### config.mk
export PLATFORM = sky130hd
export DESIGN_NAME = stc_top
export DESIGN_NICKNAME = d
export VERILOG_FILES = /design/src/include/stc_pkg.sv /design/src/stc_edge_sense.sv /design/src/stc_top.sv
export SDC_FILE = /design/constraint.sdc
export NUM_CORES = 1
export LEC_CHECK = 0
export BUFFER_PORTS_ARGS = -buffer_cell sky130_fd_sc_hd__buf_4
export CORE_MARGIN = 3
export CORE_UTILIZATION = 50
export DETAILED_ROUTE_END_ITERATION = 16
export PLACE_DENSITY = 0.67
export SYNTH_ARGS = -nofsm -noshare
export SYNTH_HDL_FRONTEND = slang
export SYNTH_SLANG_ARGS = --single-unit
### constraint.sdc
create_clock -name mclk -period 2.6 [get_ports mclk]
set_input_delay 0.13 -clock mclk [delete_from_list [all_inputs] [get_ports mclk]]
set_output_delay 0.13 -clock mclk [all_outputs]
set_load 0.05 [all_outputs]
### src/include/stc_pkg.sv
// Constants shared by the sync timer connection block.
// Assumes one 25 MHz system clock and a plain 8-bit register port.
package stc_pkg;
   // Register offsets on the plain register port
   localparam logic [3:0] A_EDGE    = 4'h0;
   localparam logic [3:0] A_CTRL    = 4'h1;
   localparam logic [3:0] A_AUX_CFG = 4'h2;
   localparam logic [3:0] A_AUX_CMA = 4'h3;
   localparam logic [3:0] A_AUX_CMB = 4'h4;
   localparam logic [3:0] A_T1_CFG  = 4'h5;
   localparam logic [3:0] A_T1_OS   = 4'h6;
   localparam logic [3:0] A_T1_CMA  = 4'h7;
   localparam logic [3:0] A_FRT_CFG = 4'h8;
   localparam logic [3:0] A_CAP_LO  = 4'h9;
   localparam logic [3:0] A_CAP_HI  = 4'hA;
   localparam logic [3:0] A_IRQ_ST  = 4'hB;
   localparam logic [3:0] A_IRQ_MSK = 4'hC;
   localparam logic [3:0] A_AUX_CNT = 4'hD;
   localparam logic [3:0] A_STATUS  = 4'hE;
   // Edge flag register layout and reset value
   localparam logic [7:0] EDGE_RST  = 8'h0F;
   localparam logic [3:0] EDGE_RSV  = 4'hF;
   // Input index into the sense vector
   localparam int IN_V   = 0;
   localparam int IN_H   = 1;
   localparam int IN_C   = 2;
   localparam int IN_F   = 3;
   localparam int IN_CAP = 4;
   localparam int IN_T1C = 5;
   localparam int IN_T1R = 6;
   localparam int IN_NUM = 7;
   // Control register fields
   localparam int C_OE   = 0;
   localparam int C_CLM  = 1;
   localparam int C_RT0  = 2;
   // Timer configuration encodings
   localparam logic [2:0] CKS_INT  = 3'h1;
   localparam logic [2:0] CKS_EXT  = 3'h5;
   localparam logic [1:0] CLR_EXT  = 2'h3;
   localparam logic [1:0] FCK_DIV2 = 2'h0;
   localparam logic [3:0] OS_TOG_A = 4'h3;
   // Capture source routing modes
   localparam logic [1:0] RT_PIN  = 2'h0;
   localparam logic [1:0] RT_VERT = 2'h1;
   localparam logic [1:0] RT_HORZ = 2'h2;
   localparam logic [1:0] RT_DIV  = 2'h3;
   // Interrupt status layout: four edges then capture
   localparam int IRQ_W   = 5;
   localparam int IRQ_CAP = 4;
   // Free-running timer prescale
   localparam int FRT_DIV = 2;
endpackage : stc_pkg

### src/stc_edge_sense.sv
// Synchroniser and edge finder for a vector of sync input pins.
// Assumes all pins may change at any time relative to mclk.
`timescale 1ns/1ps
module stc_edge_sense #(
   parameter int N = 7
) (
   input  wire logic         mclk,
   input  wire logic         resetn,
   input  wire logic [N-1:0] pins,
   output logic      [N-1:0] level,
   output logic      [N-1:0] rise,
   output logic      [N-1:0] fall
);
   logic [N-1:0] meta_r;
   logic [N-1:0] prev_r;

   if (N < 1) begin : g_chk
      $error("stc_edge_sense needs at least one input");
   end

   // Two-stage synchroniser, then last sampled level
   always_ff @(posedge mclk or negedge resetn) begin
      if (!resetn) begin
         meta_r <= '0;
         level  <= '0;
         prev_r <= '0;
      end else begin
         meta_r <= pins;
         level  <= meta_r;
         prev_r <= level;
      end
   end

   // Compare with previous sampled level
   assign rise = level & ~prev_r;
   assign fall = ~level & prev_r;
endmodule : stc_edge_sense

### src/stc_top.sv
// Sync timer connection: edge flags, pulse decoder, clamps, timers.
// Assumes a master that holds strobes one cycle and never waits.
`timescale 1ns/1ps
module stc_top (
   input  wire logic       mclk,
   input  wire logic       resetn,
   input  wire logic       standby,
   input  wire logic [3:0] addr,
   input  wire logic       wr_en,
   input  wire logic [7:0] wr_data,
   input  wire logic       rd_en,
   output logic      [7:0] rd_data,
   input  wire logic       vertical_sync_in_pin,
   input  wire logic       horizontal_sync_in_pin,
   input  wire logic       composite_sync_in_pin,
   input  wire logic       feedback_in_pin,
   input  wire logic       capture_pin,
   input  wire logic       t1_clock_pin,
   input  wire logic       t1_reset_pin,
   output logic            irq,
   output logic            decoded_pulse_out,
   output logic            clamp_out_pin,
   output logic            clamp_out_en,
   output logic            timer_one_out
);
   localparam int NI = stc_pkg::IN_NUM;
   localparam int IRQ_W_L = stc_pkg::IRQ_W;

   logic [NI-1:0] lvl;
   logic [NI-1:0] rise;
   logic [NI-1:0] fall;
   logic [3:0]    flags_r;   // bit 3 is vertical, bit 0 feedback
   logic [3:0]    armed_r;
   logic [3:0]    flag_clr;
   logic [7:0]    ctrl_r;
   logic [7:0]    aux_cfg_r;
   logic [7:0]    compare_value_a;
   logic [7:0]    compare_value_b;
   logic [7:0]    t1_cfg_r;
   logic [3:0]    output_action_select;
   logic [7:0]    compare_value;
   logic [2:0]    frt_cfg_r;
   logic [7:0]    aux_cnt_r;
   logic [7:0]    aux_cnt_nxt;
   logic [7:0]    t1_cnt_r;
   logic [7:0]    t1_cnt_nxt;
   logic [15:0]   free_running_count;
   logic [15:0]   capture_register;
   logic          pre_r;
   logic          cap_src;
   logic          cap_prev_r;
   logic          cap_evt;
   logic          match_a;
   logic          match_b;
   logic          match_t1;
   logic          internal_horizontal_sync;
   logic          ihi_rise;
   logic          ihi_fall;
   logic          iv_rise;
   logic          clamp_wave_one;
   logic          clamp_wave_two;
   logic [IRQ_W_L-1:0] irq_st_r;
   logic [IRQ_W_L-1:0] irq_msk_r;
   logic [IRQ_W_L-1:0] irq_evt;
   logic [IRQ_W_L-1:0] irq_clr;
   logic [1:0]    route;
   logic          wr_edge;
   logic [7:0]    rd_nxt;

   // True when a counter stepped onto the compare value
   function automatic logic stc_match(input logic [7:0] cur,
                                      input logic [7:0] nxt,
                                      input logic [7:0] cmp);
      stc_match = (cur != nxt) && (nxt == cmp);
   endfunction : stc_match

   stc_edge_sense #(.N(NI)) u_sense (
      .mclk   (mclk),
      .resetn (resetn),
      .pins   ({t1_reset_pin, t1_clock_pin, capture_pin,
                feedback_in_pin, composite_sync_in_pin,
                horizontal_sync_in_pin, vertical_sync_in_pin}),
      .level  (lvl),
      .rise   (rise),
      .fall   (fall)
   );

   // Internal sync signals come straight from the synchronised pins
   assign internal_horizontal_sync      = lvl[stc_pkg::IN_H];
   assign ihi_rise = rise[stc_pkg::IN_H];
   assign ihi_fall = fall[stc_pkg::IN_H];
   assign iv_rise  = rise[stc_pkg::IN_V];
   assign route    = ctrl_r[stc_pkg::C_RT0 +: 2];
   assign wr_edge  = wr_en && (addr == stc_pkg::A_EDGE);

   // Clear only flags seen as one by an earlier read and written zero
   assign flag_clr = wr_edge ? (armed_r & ~wr_data[7:4]) : 4'h0;

   // Edge flags: set by rises, set wins over clear
   always_ff @(posedge mclk or negedge resetn) begin
      if (!resetn) begin
         flags_r <= stc_pkg::EDGE_RST[7:4];
      end else if (standby) begin
         flags_r <= stc_pkg::EDGE_RST[7:4];
      end else begin
         flags_r[3] <= rise[stc_pkg::IN_V] |
                       (flags_r[3] & ~flag_clr[3]);
         flags_r[2] <= rise[stc_pkg::IN_H] |
                       (flags_r[2] & ~flag_clr[2]);
         flags_r[1] <= rise[stc_pkg::IN_C] |
                       (flags_r[1] & ~flag_clr[1]);
         flags_r[0] <= rise[stc_pkg::IN_F] |
                       (flags_r[0] & ~flag_clr[0]);
      end
   end

   // Remember which flags a read found set; a write to the edge register or standby disarms
   always_ff @(posedge mclk or negedge resetn) begin
      if (!resetn) begin
         armed_r <= 4'h0;
      end else if (standby || wr_edge) begin
         armed_r <= 4'h0;
      end else if (rd_en && (addr == stc_pkg::A_EDGE)) begin
         armed_r <= armed_r | flags_r;
      end
   end

   // Configuration registers
   always_ff @(posedge mclk or negedge resetn) begin
      if (!resetn) begin
         ctrl_r               <= 8'h00;
         aux_cfg_r            <= 8'h00;
         compare_value_a      <= 8'hFF;
         compare_value_b      <= 8'hFF;
         t1_cfg_r             <= 8'h00;
         output_action_select <= 4'h0;
         compare_value        <= 8'hFF;
         frt_cfg_r            <= 3'h0;
         irq_msk_r            <= '0;
      end else if (wr_en) begin
         case (addr)
            stc_pkg::A_CTRL:    ctrl_r <= wr_data;
            stc_pkg::A_AUX_CFG: aux_cfg_r <= wr_data;
            stc_pkg::A_AUX_CMA: compare_value_a <= wr_data;
            stc_pkg::A_AUX_CMB: compare_value_b <= wr_data;
            stc_pkg::A_T1_CFG:  t1_cfg_r <= wr_data;
            stc_pkg::A_T1_OS:   output_action_select <= wr_data[3:0];
            stc_pkg::A_T1_CMA:  compare_value <= wr_data;
            stc_pkg::A_FRT_CFG: frt_cfg_r <= wr_data[2:0];
            stc_pkg::A_IRQ_MSK: irq_msk_r <= wr_data[IRQ_W_L-1:0];
            default: ;
         endcase
      end
   end

   // Auxiliary timer: clear on sync rise, count on internal clock
   always_comb begin
      aux_cnt_nxt = aux_cnt_r;
      if (ihi_rise && (aux_cfg_r[4:3] == stc_pkg::CLR_EXT)) begin
         aux_cnt_nxt = 8'h00;
      end else if (aux_cfg_r[2:0] == stc_pkg::CKS_INT) begin
         aux_cnt_nxt = aux_cnt_r + 8'h01;
      end
   end

   assign match_a = stc_match(aux_cnt_r, aux_cnt_nxt, compare_value_a);
   assign match_b = stc_match(aux_cnt_r, aux_cnt_nxt, compare_value_b);

   always_ff @(posedge mclk or negedge resetn) begin
      if (!resetn) begin
         aux_cnt_r <= 8'h00;
      end else begin
         aux_cnt_r <= aux_cnt_nxt;
      end
   end

   // Delay latch: sync level sampled at compare B
   always_ff @(posedge mclk or negedge resetn) begin
      if (!resetn) begin
         decoded_pulse_out <= 1'b0;
      end else if (match_b) begin
         decoded_pulse_out <= internal_horizontal_sync;
      end
   end

   // Clamp waves: edges of sync set them, compare A ends them
   always_ff @(posedge mclk or negedge resetn) begin
      if (!resetn) begin
         clamp_wave_one <= 1'b0;
         clamp_wave_two <= 1'b0;
      end else begin
         if (ihi_rise) begin
            clamp_wave_one <= 1'b1;
         end else if (match_a) begin
            clamp_wave_one <= 1'b0;
         end
         if (ihi_fall) begin
            clamp_wave_two <= 1'b1;
         end else if (match_a) begin
            clamp_wave_two <= 1'b0;
         end
      end
   end

   // Clamp pin selection
   always_ff @(posedge mclk or negedge resetn) begin
      if (!resetn) begin
         clamp_out_pin <= 1'b0;
         clamp_out_en  <= 1'b0;
      end else begin
         clamp_out_en  <= ctrl_r[stc_pkg::C_OE];
         clamp_out_pin <= ctrl_r[stc_pkg::C_CLM] ? clamp_wave_two
                                                 : clamp_wave_one;
      end
   end

   // Timer one: clock and reset come from sync signals when routed
   always_comb begin
      logic clk_rise;
      logic rst_rise;
      clk_rise = (route == stc_pkg::RT_PIN) ?
                 rise[stc_pkg::IN_T1C] : ihi_rise;
      rst_rise = (route == stc_pkg::RT_PIN) ?
                 rise[stc_pkg::IN_T1R] : iv_rise;
      t1_cnt_nxt = t1_cnt_r;
      if (rst_rise && (t1_cfg_r[4:3] == stc_pkg::CLR_EXT)) begin
         t1_cnt_nxt = 8'h00;
      end else if (clk_rise &&
                   (t1_cfg_r[2:0] == stc_pkg::CKS_EXT)) begin
         t1_cnt_nxt = t1_cnt_r + 8'h01;
      end
   end

   assign match_t1 = stc_match(t1_cnt_r, t1_cnt_nxt, compare_value);

   always_ff @(posedge mclk or negedge resetn) begin
      if (!resetn) begin
         t1_cnt_r <= 8'h00;
      end else begin
         t1_cnt_r <= t1_cnt_nxt;
      end
   end

   // Timer one output: compare A action, compare B not used
   always_ff @(posedge mclk or negedge resetn) begin
      if (!resetn) begin
         timer_one_out <= 1'b0;
      end else if (match_t1) begin
         case (output_action_select[1:0])
            2'h1:    timer_one_out <= 1'b0;
            2'h2:    timer_one_out <= 1'b1;
            2'h3:    timer_one_out <= ~timer_one_out;
            default: timer_one_out <= timer_one_out;
         endcase
      end
   end

   // Capture source routing
   always_comb begin
      case (route)
         stc_pkg::RT_PIN:  cap_src = lvl[stc_pkg::IN_CAP];
         stc_pkg::RT_VERT: cap_src = lvl[stc_pkg::IN_V];
         stc_pkg::RT_HORZ: cap_src = internal_horizontal_sync;
         stc_pkg::RT_DIV:  cap_src = timer_one_out;
         default:          cap_src = 1'b0;
      endcase
   end

   // Edge select bit chooses rising or falling capture
   assign cap_evt = frt_cfg_r[0] ? (cap_src & ~cap_prev_r)
                                 : (~cap_src & cap_prev_r);

   // Free-running count at half rate, capture on selected edge
   always_ff @(posedge mclk or negedge resetn) begin
      if (!resetn) begin
         pre_r              <= 1'b0;
         cap_prev_r         <= 1'b0;
         free_running_count <= 16'h0000;
         capture_register   <= 16'h0000;
      end else begin
         pre_r      <= ~pre_r;
         cap_prev_r <= cap_src;
         if (pre_r && (frt_cfg_r[2:1] == stc_pkg::FCK_DIV2)) begin
            free_running_count <= free_running_count + 16'h0001;
         end
         if (cap_evt) begin
            capture_register <= free_running_count;
         end
      end
   end

   // Interrupt status: sticky, cleared by reading, set wins
   assign irq_evt = {cap_evt, rise[stc_pkg::IN_V], rise[stc_pkg::IN_H],
                     rise[stc_pkg::IN_C], rise[stc_pkg::IN_F]};
   assign irq_clr = (rd_en && (addr == stc_pkg::A_IRQ_ST)) ?
                    irq_st_r : '0;

   always_ff @(posedge mclk or negedge resetn) begin
      if (!resetn) begin
         irq_st_r <= '0;
         irq      <= 1'b0;
      end else begin
         irq_st_r <= irq_evt | (irq_st_r & ~irq_clr);
         irq      <= |((irq_evt | (irq_st_r & ~irq_clr)) & irq_msk_r);
      end
   end

   // Read data selection
   always_comb begin
      case (addr)
         stc_pkg::A_EDGE:    rd_nxt = {flags_r, stc_pkg::EDGE_RSV};
         stc_pkg::A_CTRL:    rd_nxt = ctrl_r;
         stc_pkg::A_AUX_CFG: rd_nxt = aux_cfg_r;
         stc_pkg::A_AUX_CMA: rd_nxt = compare_value_a;
         stc_pkg::A_AUX_CMB: rd_nxt = compare_value_b;
         stc_pkg::A_T1_CFG:  rd_nxt = t1_cfg_r;
         stc_pkg::A_T1_OS:   rd_nxt = {4'h0, output_action_select};
         stc_pkg::A_T1_CMA:  rd_nxt = compare_value;
         stc_pkg::A_FRT_CFG: rd_nxt = {5'h00, frt_cfg_r};
         stc_pkg::A_CAP_LO:  rd_nxt = capture_register[7:0];
         stc_pkg::A_CAP_HI:  rd_nxt = capture_register[15:8];
         stc_pkg::A_IRQ_ST:  rd_nxt = {3'h0, irq_st_r};
         stc_pkg::A_IRQ_MSK: rd_nxt = {3'h0, irq_msk_r};
         stc_pkg::A_AUX_CNT: rd_nxt = aux_cnt_r;
         stc_pkg::A_STATUS:  rd_nxt = {4'h0, timer_one_out,
                                       clamp_wave_two, clamp_wave_one,
                                       decoded_pulse_out};
         default:            rd_nxt = 8'h00;
      endcase
   end

   // Read data stand one cycle after the strobe
   always_ff @(posedge mclk or negedge resetn) begin
      if (!resetn) begin
         rd_data <= 8'h00;
      end else if (rd_en) begin
         rd_data <= rd_nxt;
      end else begin
         rd_data <= 8'h00;
      end
   end

   // Checks on the logic above
   rsv_read_a: assert property (@(posedge mclk) disable iff (!resetn)
      rd_en && addr == stc_pkg::A_EDGE |=> rd_data[3:0] == 4'hF)
      else $error("reserved edge bits not one");
   vert_set_a: assert property (@(posedge mclk) disable iff (!resetn)
      !standby && $rose(lvl[stc_pkg::IN_V]) |-> ##1 flags_r[3])
      else $error("vertical flag not set");
   horz_set_a: assert property (@(posedge mclk) disable iff (!resetn)
      !standby && rise[stc_pkg::IN_H] |=> flags_r[2])
      else $error("horizontal flag not set");
   comp_set_a: assert property (@(posedge mclk) disable iff (!resetn)
      !standby && rise[stc_pkg::IN_C] |=> flags_r[1])
      else $error("composite flag not set");
   fb_set_a: assert property (@(posedge mclk) disable iff (!resetn)
      !standby && rise[stc_pkg::IN_F] |=> flags_r[0])
      else $error("feedback flag not set");
   no_blind_clr_a: assert property (@(posedge mclk)
      disable iff (!resetn)
      wr_edge && armed_r == 4'h0 && !standby |=>
      flags_r == ($past(flags_r) |
                  $past({rise[stc_pkg::IN_V], rise[stc_pkg::IN_H],
                         rise[stc_pkg::IN_C], rise[stc_pkg::IN_F]})))
      else $error("flag cleared without prior read");
   set_wins_a: assert property (@(posedge mclk) disable iff (!resetn)
      !standby && rise[stc_pkg::IN_V] && flag_clr[3] |=> flags_r[3])
      else $error("edge lost on clear");
   pdc_latch_a: assert property (@(posedge mclk) disable iff (!resetn)
      match_b |=> decoded_pulse_out == $past(internal_horizontal_sync))
      else $error("decoded output not latched");
   clamp_rise_a: assert property (@(posedge mclk) disable iff (!resetn)
      ihi_fall |=> clamp_wave_two ##0 $past(internal_horizontal_sync, 2))
      else $error("clamp two did not rise");
   clamp_fall_a: assert property (@(posedge mclk) disable iff (!resetn)
      match_a && !ihi_rise && !ihi_fall |=>
      !clamp_wave_one && !clamp_wave_two)
      else $error("clamps did not fall");
   t1_toggle_a: assert property (@(posedge mclk) disable iff (!resetn)
      match_t1 && output_action_select == stc_pkg::OS_TOG_A |=>
      timer_one_out != $past(timer_one_out))
      else $error("timer one did not toggle");
   capture_a: assert property (@(posedge mclk) disable iff (!resetn)
      cap_evt |=> capture_register == $past(free_running_count))
      else $error("capture missed count");
   div_route_a: assert property (@(posedge mclk) disable iff (!resetn)
      route == stc_pkg::RT_DIV && $stable(route) && frt_cfg_r[0] &&
      $rose(timer_one_out) |=>
      capture_register == $past(free_running_count))
      else $error("capture not routed from timer one");
   clamp_pin_a: assert property (@(posedge mclk) disable iff (!resetn)
      ctrl_r[stc_pkg::C_OE] && !ctrl_r[stc_pkg::C_CLM] ##1
      $stable(ctrl_r) |-> clamp_out_en &&
      clamp_out_pin == $past(clamp_wave_one))
      else $error("clamp pin wrong wave");
endmodule : stc_top

### After elaboration in Yosys (flattened, before gate mapping)

Cells that the tools add are included.

| word-level totals | value |
|---|---|
| bits in registers | 159 |
| input port bits | 24 |
| logic and storage cells | 139 |

| operators by class | value |
|---|---|
| add/subtract/negate cells | 3 |
| eq/ne operators | 29 |
| mux-type cells | 20 |
| bitwise gates (word level) | 29 |
| reductions and logical operators | 29 |

Operator list:

| operator | number |
|---|---|
| $pmux W8 S15 | 1 |
| $mux W8 | 5 |
| $eq A4 B4 Y1 const B | 7 |
| $eq A8 B8 Y1 | 3 |
| $reduce_and A2 Y1 | 10 |
| $add A16 B1 Y16 const B | 1 |
| $add A8 B1 Y8 const B | 2 |
| $eq A4 B3 Y1 const B | 4 |
| $mux W4 | 4 |
| $ne A8 B8 Y1 | 2 |
| $eq A2 B2 Y1 const B | 6 |
| $and A5 B5 Y5 | 2 |
| $logic_and A1 B1 Y1 | 10 |
| $eq A4 B2 Y1 const B | 2 |
| $not A1 Y1 | 8 |
| $and A7 B7 Y7 | 1 |
| $mux W1 | 7 |
| $not A7 Y7 | 1 |
| $and A1 B1 Y1 | 6 |
| $reduce_bool A2 Y1 | 3 |
| $mux W5 | 1 |
| $not A5 Y5 | 1 |
| $or A5 B5 Y5 | 1 |
| $reduce_or A5 Y1 | 1 |
| other kinds (16) | 21 |

### Longest topological paths before layout

Gate-level depths: netlist of the first run.

| depth | value |
|---|---|
| depth in word-level cells | 9 |
| mapped depth | 9 |
| gate-level depth less buffers | 8 |

### By module

A second synthesis of the first run with hierarchy kept.

| second synthesis, totals | value |
|---|---|
| cells, all modules | 653 |
| area total of the unflattened synthesis | 7534.7 um^2 |

By module, submodules not included:

| module | times used | cells each | area an instance (um^2) |
|---|---|---|---|
| stc_top | 1 | 618 | 6886.6 |
| stc_edge_sense | 1 | 35 | 648.1 |

### Worst setup path after synthesis of the first run

Ideal clock, no wire load.

| timing path | value |
|---|---|
| path kind | reg-to-reg |
| from | reg timer_one_out |
| to | reg capture_register[0] |
| library setup time | 125 ps |
| arrival time | 2375 ps |
| data required time | 2475 ps |
| slack | 100 ps |
| stages on the path, launching flop included | 6 |
| buffers on the path | 1 |
| path through | dfrtp_1 > mux4_1 > nor2b_1 > a21oi_1 > buf_2 > mux2_2 |

| on the way | value |
|---|---|
| word-level cells in the longest chain between the ends | 4 |

Ends and longest elaborated chain:

| element | line | source |
|---|---|---|
| from (decl) | stc_top.sv:24 | `output logic timer_one_out` |
| from (signal assigned) | stc_top.sv:252 | `2'h3: timer_one_out <= ~timer_one_out;` |
| from (signal assigned) | stc_top.sv:253 | `default: timer_one_out <= timer_one_out;` |
| $pmux W1 S4 (*) | stc_top.sv:260 | `case (route)` |
| net cap_src | stc_top.sv:50 | `logic cap_src;` |
| $not A1 Y1 | stc_top.sv:271 | `: (~cap_src & cap_prev_r);` |
| $and A1 B1 Y1 | stc_top.sv:271 |  |
| $mux W1 (*) | stc_top.sv:270 | `assign cap_evt = frt_cfg_r[0] ? (cap_src & ~cap_prev_r)` |
| to (signal assigned) | stc_top.sv:287 | `capture_register <= free_running_count;` |
| to (decl) | stc_top.sv:48 | `logic [15:0] capture_register;` |

Mark *: on every way through the listed nets, which the timed path passes. The rest lies on a longest branch.
A chain may end at the register's enable or synchronous reset.

### Worst setup path after layout of the first run

| timing path | value |
|---|---|
| from | reg ctrl_r[2] |
| to | reg timer_one_out |

| on the way | value |
|---|---|
| word-level cells in the longest chain between the ends | 8 |

Ends and longest elaborated chain:

| element | line | source |
|---|---|---|
| from (decl) | stc_top.sv:35 | `logic [7:0] ctrl_r;` |
| from (signal assigned) | stc_top.sv:142 | `stc_pkg::A_CTRL: ctrl_r <= wr_data;` |
| $logic_not A2 Y1 (*) | stc_top.sv:221, stc_top.sv:223 |  |
| $mux W1 | stc_top.sv:221 | `clk_rise = (route == stc_pkg::RT_PIN) ?` |
| $logic_and A1 B1 Y1 | stc_top.sv:228 | `end else if (clk_rise &&` |
| $mux W8 | stc_top.sv:228 |  |
| $mux W8 (*) | stc_top.sv:226 | `if (rst_rise && (t1_cfg_r[4:3] == stc_pkg::CLR_EXT)) begin` |
| $ne A8 B8 Y1 / $eq A8 B8 Y1 (equally long branches) | stc_top.sv:74 | `stc_match = (cur != nxt) && (nxt == cmp);` |
| $logic_and A1 B1 Y1 (*) | stc_top.sv:74 |  |
| $reduce_and A2 Y1 (no line) (*) | -- |  |

Mark *: on every way between the ends. The rest lies on a longest branch, timed or not.

==> results of run 1 <==
## final timing paths
| kind | start | endpoint | slack, ns | depth (start not counted) |
|---|---|---|---|---|
| max reg2reg | ctrl_r[2] | timer_one_out | 0.02 | 8 |
| min reg2reg | u_sense.meta_r[4] | u_sense.level[4] | 0.36 | 0 |
| min | wr_data[7] | compare_value[7] | 0.02 | 3 |
| max in group asynchronous | resetn | compare_value[3] | 1.54 | 3 |
| max | ctrl_r[2] | timer_one_out | 0.02 | 8 |
| min in group asynchronous | resetn | t1_cfg_r[7] | 0.30 | 2 |
## cell usage in the layout, fill, tap and decap left out, types with 7 or more instances in the layout
master / instances
dfrtp_1: 133
mux2_2: 76
buf_4: 60
nand2_1: 50
nor2_1: 41
a21oi_1: 32
nand3_1: 30
xnor2_1: 27
dfstp_2: 24
o21ai_0: 22
clkbuf_16: 17
xor2_1: 15
nand2b_1: 14
inv_1: 14
nor3_1: 14
a22oi_1: 13
nand4_1: 12
mux2i_1: 12
and3_1: 11
dlygate4sd3_1: 11
nor2b_1: 10
a31oi_1: 9
o22ai_1: 7
## area by class of cell
| type | count | area [um^2] |
|---|---|---|
| clock buffer | 18 | 429.2 |
| clock inverter | 13 | 130.1 |
| fill | 1150 | 5796 |
| inverter | 15 | 56.30 |
| multi-input combinational | 467 | 3351 |
| sequential | 158 | 3985 |
| tap | 184 | 230.2 |
| timing repair buffer | 74 | 611.8 |
## logic make-up after synthesis
logic type	Yosys count
muxes	90
DFF	158
buffers and inverters	40
and+or+nand+nor	212
xor gates and xnor gates	42
adders and majority gates	3
AOI/OAI and AO/OA	120
## power groups by stage
stage          Clock, uW  Combinational (uW)  Sequential (uW)
6_report            2400                1510             3420
5_1_grt             2550                1650             3480
4_1_cts             2450                1500             3410
3_5_place_dp           0                1470             3450
3_3_place_gp           0                1460             3440
2_1_floorplan          0                 962             3360
## flip-flops by register name, summed over array words and instances (netlist names), 6 cells and up
name and count:
free_running_count 16, u_sense.level 7, capture_register 16, compare_value_a 8
aux_cnt_r 8, aux_cfg_r 8, u_sense.prev_r 6, compare_value_b 8
t1_cnt_r 8, compare_value 8, ctrl_r 8, u_sense.meta_r 7
t1_cfg_r 8, rd_data 8
## stage by stage
step	total power, uW	TNS, ns	std cells
CTS	7360	0	928
detailed placement	4925	0	886
global placement	4897	0	886
floorplan	4318	0	665
finish	7336	0	929
global route	7668	-0.06732	929
## critical path: cells and delay by family, from the launching register on
family / cells / cell delay (ns)
flip-flops: 1 / 0.41
AO/OA/AOI/OAI: 4 / 0.71
XOR/XNOR: 1 / 0.19
AND/OR/NAND/NOR: 3 / 1.13
## repair_timing
| action | CTS | global route |
|---|---|---|
| hold buffers | 11 | 0 |
| endpoints found under the setup margin | 0 | 3 |
| buffers inserted | 0 | 1 |
| gates resized for setup | 0 | 8 |
| hold endpoints to repair | 63 | 0 |
## routing by layer
metal | up-vias | wire (um) | track usage
met2 | 282 | 9645 | 0.3999
li1 | 2554 | - | -
met4 | 0 | 536 | 0.08739
met5 | - | 0 | 0
met3 | 41 | 1517 | 0.04958
met1 | 2853 | 9380 | 0.3929
==> run metrics, run 1 <==
total clock sinks=158; Detailed Place HPWL=15.11 mm; most frequent cell after synthesis=dfrtp_1; Starting Density=0.5112; sequential share of power=0.466; Chip Height=128.1 um; worst endpoint required time=2.88 ns; Synth cell types=60; Avg Cell Area, Syn=11.22 um^2; max-cap violations=0; #FFs+latches synth=158; Synth Area in Compound Gates=0.1087; Max-Slew Margin vs Limit=0.4642; kind of critical path=register to register; Layout area overhead=17.90%; Synth Area in Simple Gates=0.1449; static leakage=0.003816 uW; Seq/Total Area, Yosys=0.5341; CTS buffer count=17; dpl cell area=8087 um^2; final core utilization=0.6027; mapped cell area=7458 um^2; Syn Nets=692; type of origin of the critical path=register; DIE AREA=16420 um^2; Worst-path clk slew=0.06 ns; max frequency=0.3874 GHz; ys flop type=dfrtp_1; peak supply drop=0.0008827 V; GRT overflow=0; RSZ-0062 raised after global routing=yes; Synth area leaders=dfrtp_1 45%, mux2_2 11%, dfstp_2 8.5%; Int Pwr=5006 uW; Net Sw Power=2330 uW; largest net degree at the start of global routing=69; worst min path class=input pin to register; Async SR Flop Fraction=1.000; Tot GR Track Use=0.2664; critical path fanouts, max=9; port buffer count=36; ANT cells=0; Final nets=760; Slew @ Worst Pin=0.7984 ns; WL final=21.08 mm; root buf cell=clkbuf_16; largest family of logic cells by synthesized area=simple AND/OR/NAND/NOR gates; vias per inst=6.168; Residual DRC=0; Core ar.=14590 um^2; WHS=0.02040 ns; Synth top area share=0.4496; Max H-tree Level=4; layout cell share with drive strength beyond 1=0.2819; die width=128.1 um; status=completed; critical path cell sequence=or4b_4, o21a_4, nor3_1, xnor2_1, o32ai_1, a211oi_1, and4_2, a31oi_1; Initial DRC Count=626; P per Cell Area=834.2 nW/um^2; min Tclk post-route=2.582 ns; largest area contributor in the netlist=dfrtp_1; Final Setup Violations=0; Fin. Hold Viols=0; Post-DRT Antenna Nets=0; commonest cells in the synthesized netlist=134 x dfrtp_1, 76 x mux2_2, 50 x nand2_1; adder-cell share of the synthesized area=0.005033; Cells after Synth=665; Crit path largest cell delay=0.55 ns; Sw Share=0.3176; Clk pwr share=0.327; initial antenna violation count=0; Row Count=44; pre-CTS WS=0.07292 ns; EDFF count, synth=0; clk_skew=0.01058 ns; CP endpoint kind=register; CP arrival=2.86 ns; first-pass iteration count of the detailed router=5; Ports=37; GP Congestion=0.9699; Ys Warns=0; Max clock buf depth=2; Max Transition Viols Final=0; setup ws final=0.01850 ns; CP max stage cell=or4b_4; multiplexer area fraction after synthesis=0.1374; latest clock arrival within the worst-skew pair=0.42 ns; xor/xnor share of the synthesized area=0.04932; period utilisation layout=0.9929; first-pass GRT wire length=32.84 mm; CTS tree=done; Comb power frac=0.206; WL/cell=22.69 um; vias in the first global route=5572; final instance area=8793 um^2; Vias=5730
No activity file was read; power rests on OpenSTA's default activity.
==> run 2: changes to the inputs <==
- clock period: 2.6 -> 2.65 ns (I/O delays scaled with it)
==> run metrics, run 2 (synthesized netlist as in run 1, its figures left out) <==
status=completed; Tot GR Track Use=0.2759 (+0.009473); Fin. Hold Viols=0 (unchanged); Sw Share=0.3191 (+0.001492); worst r2r src=ctrl_r[2]; r2r setup slk=0.15 ns (+0.13 ns); fillcell total=1170 (+1.7%); Initial DRC Count=590 (-5.8%); kind of critical path=register to register; die width=128.1 um (unchanged); Placed Cells=885 (-0.11%); CTS tree=done; FF+latch area=3984 um^2 (about the same); Max clock buf depth=2 (unchanged); clk_skew=0.008250 ns (-0.002326 ns); Post-DRT Antenna Nets=0 (unchanged); Slew @ Worst Pin=0.8440 ns (+0.04558 ns); FF-to-FF End=timer_one_out; WL/cell=23.43 um (+3.3%); WL final=21.75 mm (+3.2%); min Tclk post-route=2.504 ns (-0.07768 ns); Starting Density=0.5112 (unchanged); Layout area overhead=17.93% (about the same); pre-CTS WS=0.02888 ns (-0.04404 ns); Row Count=44 (unchanged); port buffer count=36 (unchanged); Clk pwr share=0.345 (+0.018); vias per inst=6.098 (-1.1%); peak supply drop=0.0007485 V (-15%); final instance count without filler cells=928 (-0.11%); Max H-tree Level=4 (unchanged); total clock sinks=158 (unchanged); multi-input logic area=3322 um^2 (-0.86%); worst min path class=input pin to register; CTS buffer count=17 (unchanged); most frequent cells in the layout=134 x dfrtp_1, 76 x mux2_2, 60 x buf_4, 50 x nand2_1, 42 x nor2_1; RSZ-0062 raised after global routing=no; Residual DRC=0 (unchanged); max frequency=0.3994 GHz (+3.1%); critical path fanouts, max=9 (unchanged); first-pass GRT wire length=33.98 mm (+3.5%); type of origin of the critical path=register; setup ws final=0.1462 ns (+0.1277 ns); sequential share of power=0.453 (-0.013); Final nets=758 (-0.26%); Detailed Place HPWL=15.65 mm (+3.5%); Core ar.=14590 um^2 (unchanged); Worst-path clk slew=0.07 ns (about the same); ANT cells=0 (unchanged); vias in the first global route=5800 (+4.1%); largest net degree at the start of global routing=76 (+10%); Int Pwr=5033 uW (+0.54%); period utilisation layout=0.9448 (-0.04805); final instance area=8796 um^2 (about the same); Ports=37 (unchanged); Max-Slew Margin vs Limit=0.4336 (-0.03059); hold path depth=3 (unchanged); Net Sw Power=2358 uW (+1.2%); Hold Startpoint=wr_data[1]; first-pass iteration count of the detailed router=6 (+1); initial antenna violation count=0 (unchanged); DIE AREA=16420 um^2 (unchanged); biggest regs=capture_register x16, free_running_count x16; cells on worst reg2reg path=8 (unchanged); Vias=5659 (-1.2%); worst endpoint required time=3.00 ns (+0.12 ns); CP endpoint kind=register; Final Setup Violations=0 (unchanged); P per Cell Area=840.3 nW/um^2 (+0.73%); GP Congestion=0.9697 (about the same); commonest non-fill, non-tap cell in the layout=dfrtp_1; Worst Hold Path EP=compare_value_b[1]; latest clock arrival within the worst-skew pair=0.43 ns (about the same); static leakage=0.003821 uW (+0.13%); setup TNS=0 ns (unchanged); max-cap violations=0 (unchanged); CP arrival=2.85 ns (about the same); Comb power frac=0.202 (-0.004); GRT overflow=0 (unchanged); root buf cell=clkbuf_16; layout cell share with drive strength beyond 1=0.2742 (-0.007686); dpl cell area=8066 um^2 (-0.25%); Chip Height=128.1 um (unchanged); Max Transition Viols Final=0 (unchanged)
==> run 2: cell count changes in the layout (fill, tap and decap cells not counted), sizes merged <==
cell         change
clkinv           -1
clkinvlp         +1
clkbuf           -1
dlygate4sd3      -1
buf              -1
bufinv           +1
inv              +1
==> run 2: power by group through the flow <==
stage	registers [uW]	clock network, uW	logic (uW)
2_1_floorplan	3290	0	944
3_3_place_gp	3360	0	1430
3_5_place_dp	3380	0	1450
4_1_cts	3340	2590	1480
5_1_grt	3400	2690	1630
6_report	3350	2550	1490
==> run 2: metrics by stage <==
stage	power, uW	hold slack, ns	utilization
after CTS	7413	0.02070	0.6024
after detailed placement	4830	0.1143	0.5529
after floorplan	4237	-0.1631	-
after global routing	7721	0.03263	0.6029
final	7391	0.02903	0.6029
after global placement	4791	0.1110	0.5529
==> run 2: what timing repair did <==
action,4_1_cts,5_1_grt
hold buffers,10,0
gates resized for setup,0,1
buffers inserted,0,1
endpoints found under the hold margin,66,0
setup endpoints to repair,0,1
==> run 2: metal layers <==
layer  wire (um)  GRT usage  share of wire  vias up
met2       10220     0.4325           0.47      231
met1        9386     0.3761           0.43     2840
met5           0          0              0        -
met3        1448    0.06833          0.067       38
li1            -          -              -     2550
met4         697    0.09613          0.032        0
==> run 2: layout make-up <==
| cell class | count | area share |
|---|---|---|
| Sequential cell | 158 | 0.4529 |
| Multi-Input combinational cell | 467 | 0.3777 |
| Timing Repair Buffer | 72 | 0.06615 |
| Clock buffer | 17 | 0.04836 |
| Tap cell | 184 | 0.02617 |
| Clock inverter | 15 | 0.02233 |
| Inverter | 15 | 0.006401 |
==> run 2: critical path, cell delays in order (launching register included) <==
cell and delay [ns]:
dfrtp_1 0.40, or4b_4 0.55, o21a_4 0.17, or4_4 0.54, a211oi_2 0.22, o2bb2ai_1 0.15
and2_1 0.15, a41oi_1 0.09, a31oi_1 0.15
==> run 2: worst max-delay path by stage <==
stage / endpoint / cells past startpoint / from
6_report: timer_one_out / 8 / ctrl_r[2]
5_1_grt: timer_one_out / 8 / ctrl_r[2]
4_1_cts: timer_one_out / 8 / ctrl_r[3]
3_5_place_dp: timer_one_out / 8 / ctrl_r[3]
3_3_place_gp: timer_one_out / 8 / ctrl_r[3]
2_1_floorplan: capture_register[0] / 5 / timer_one_out
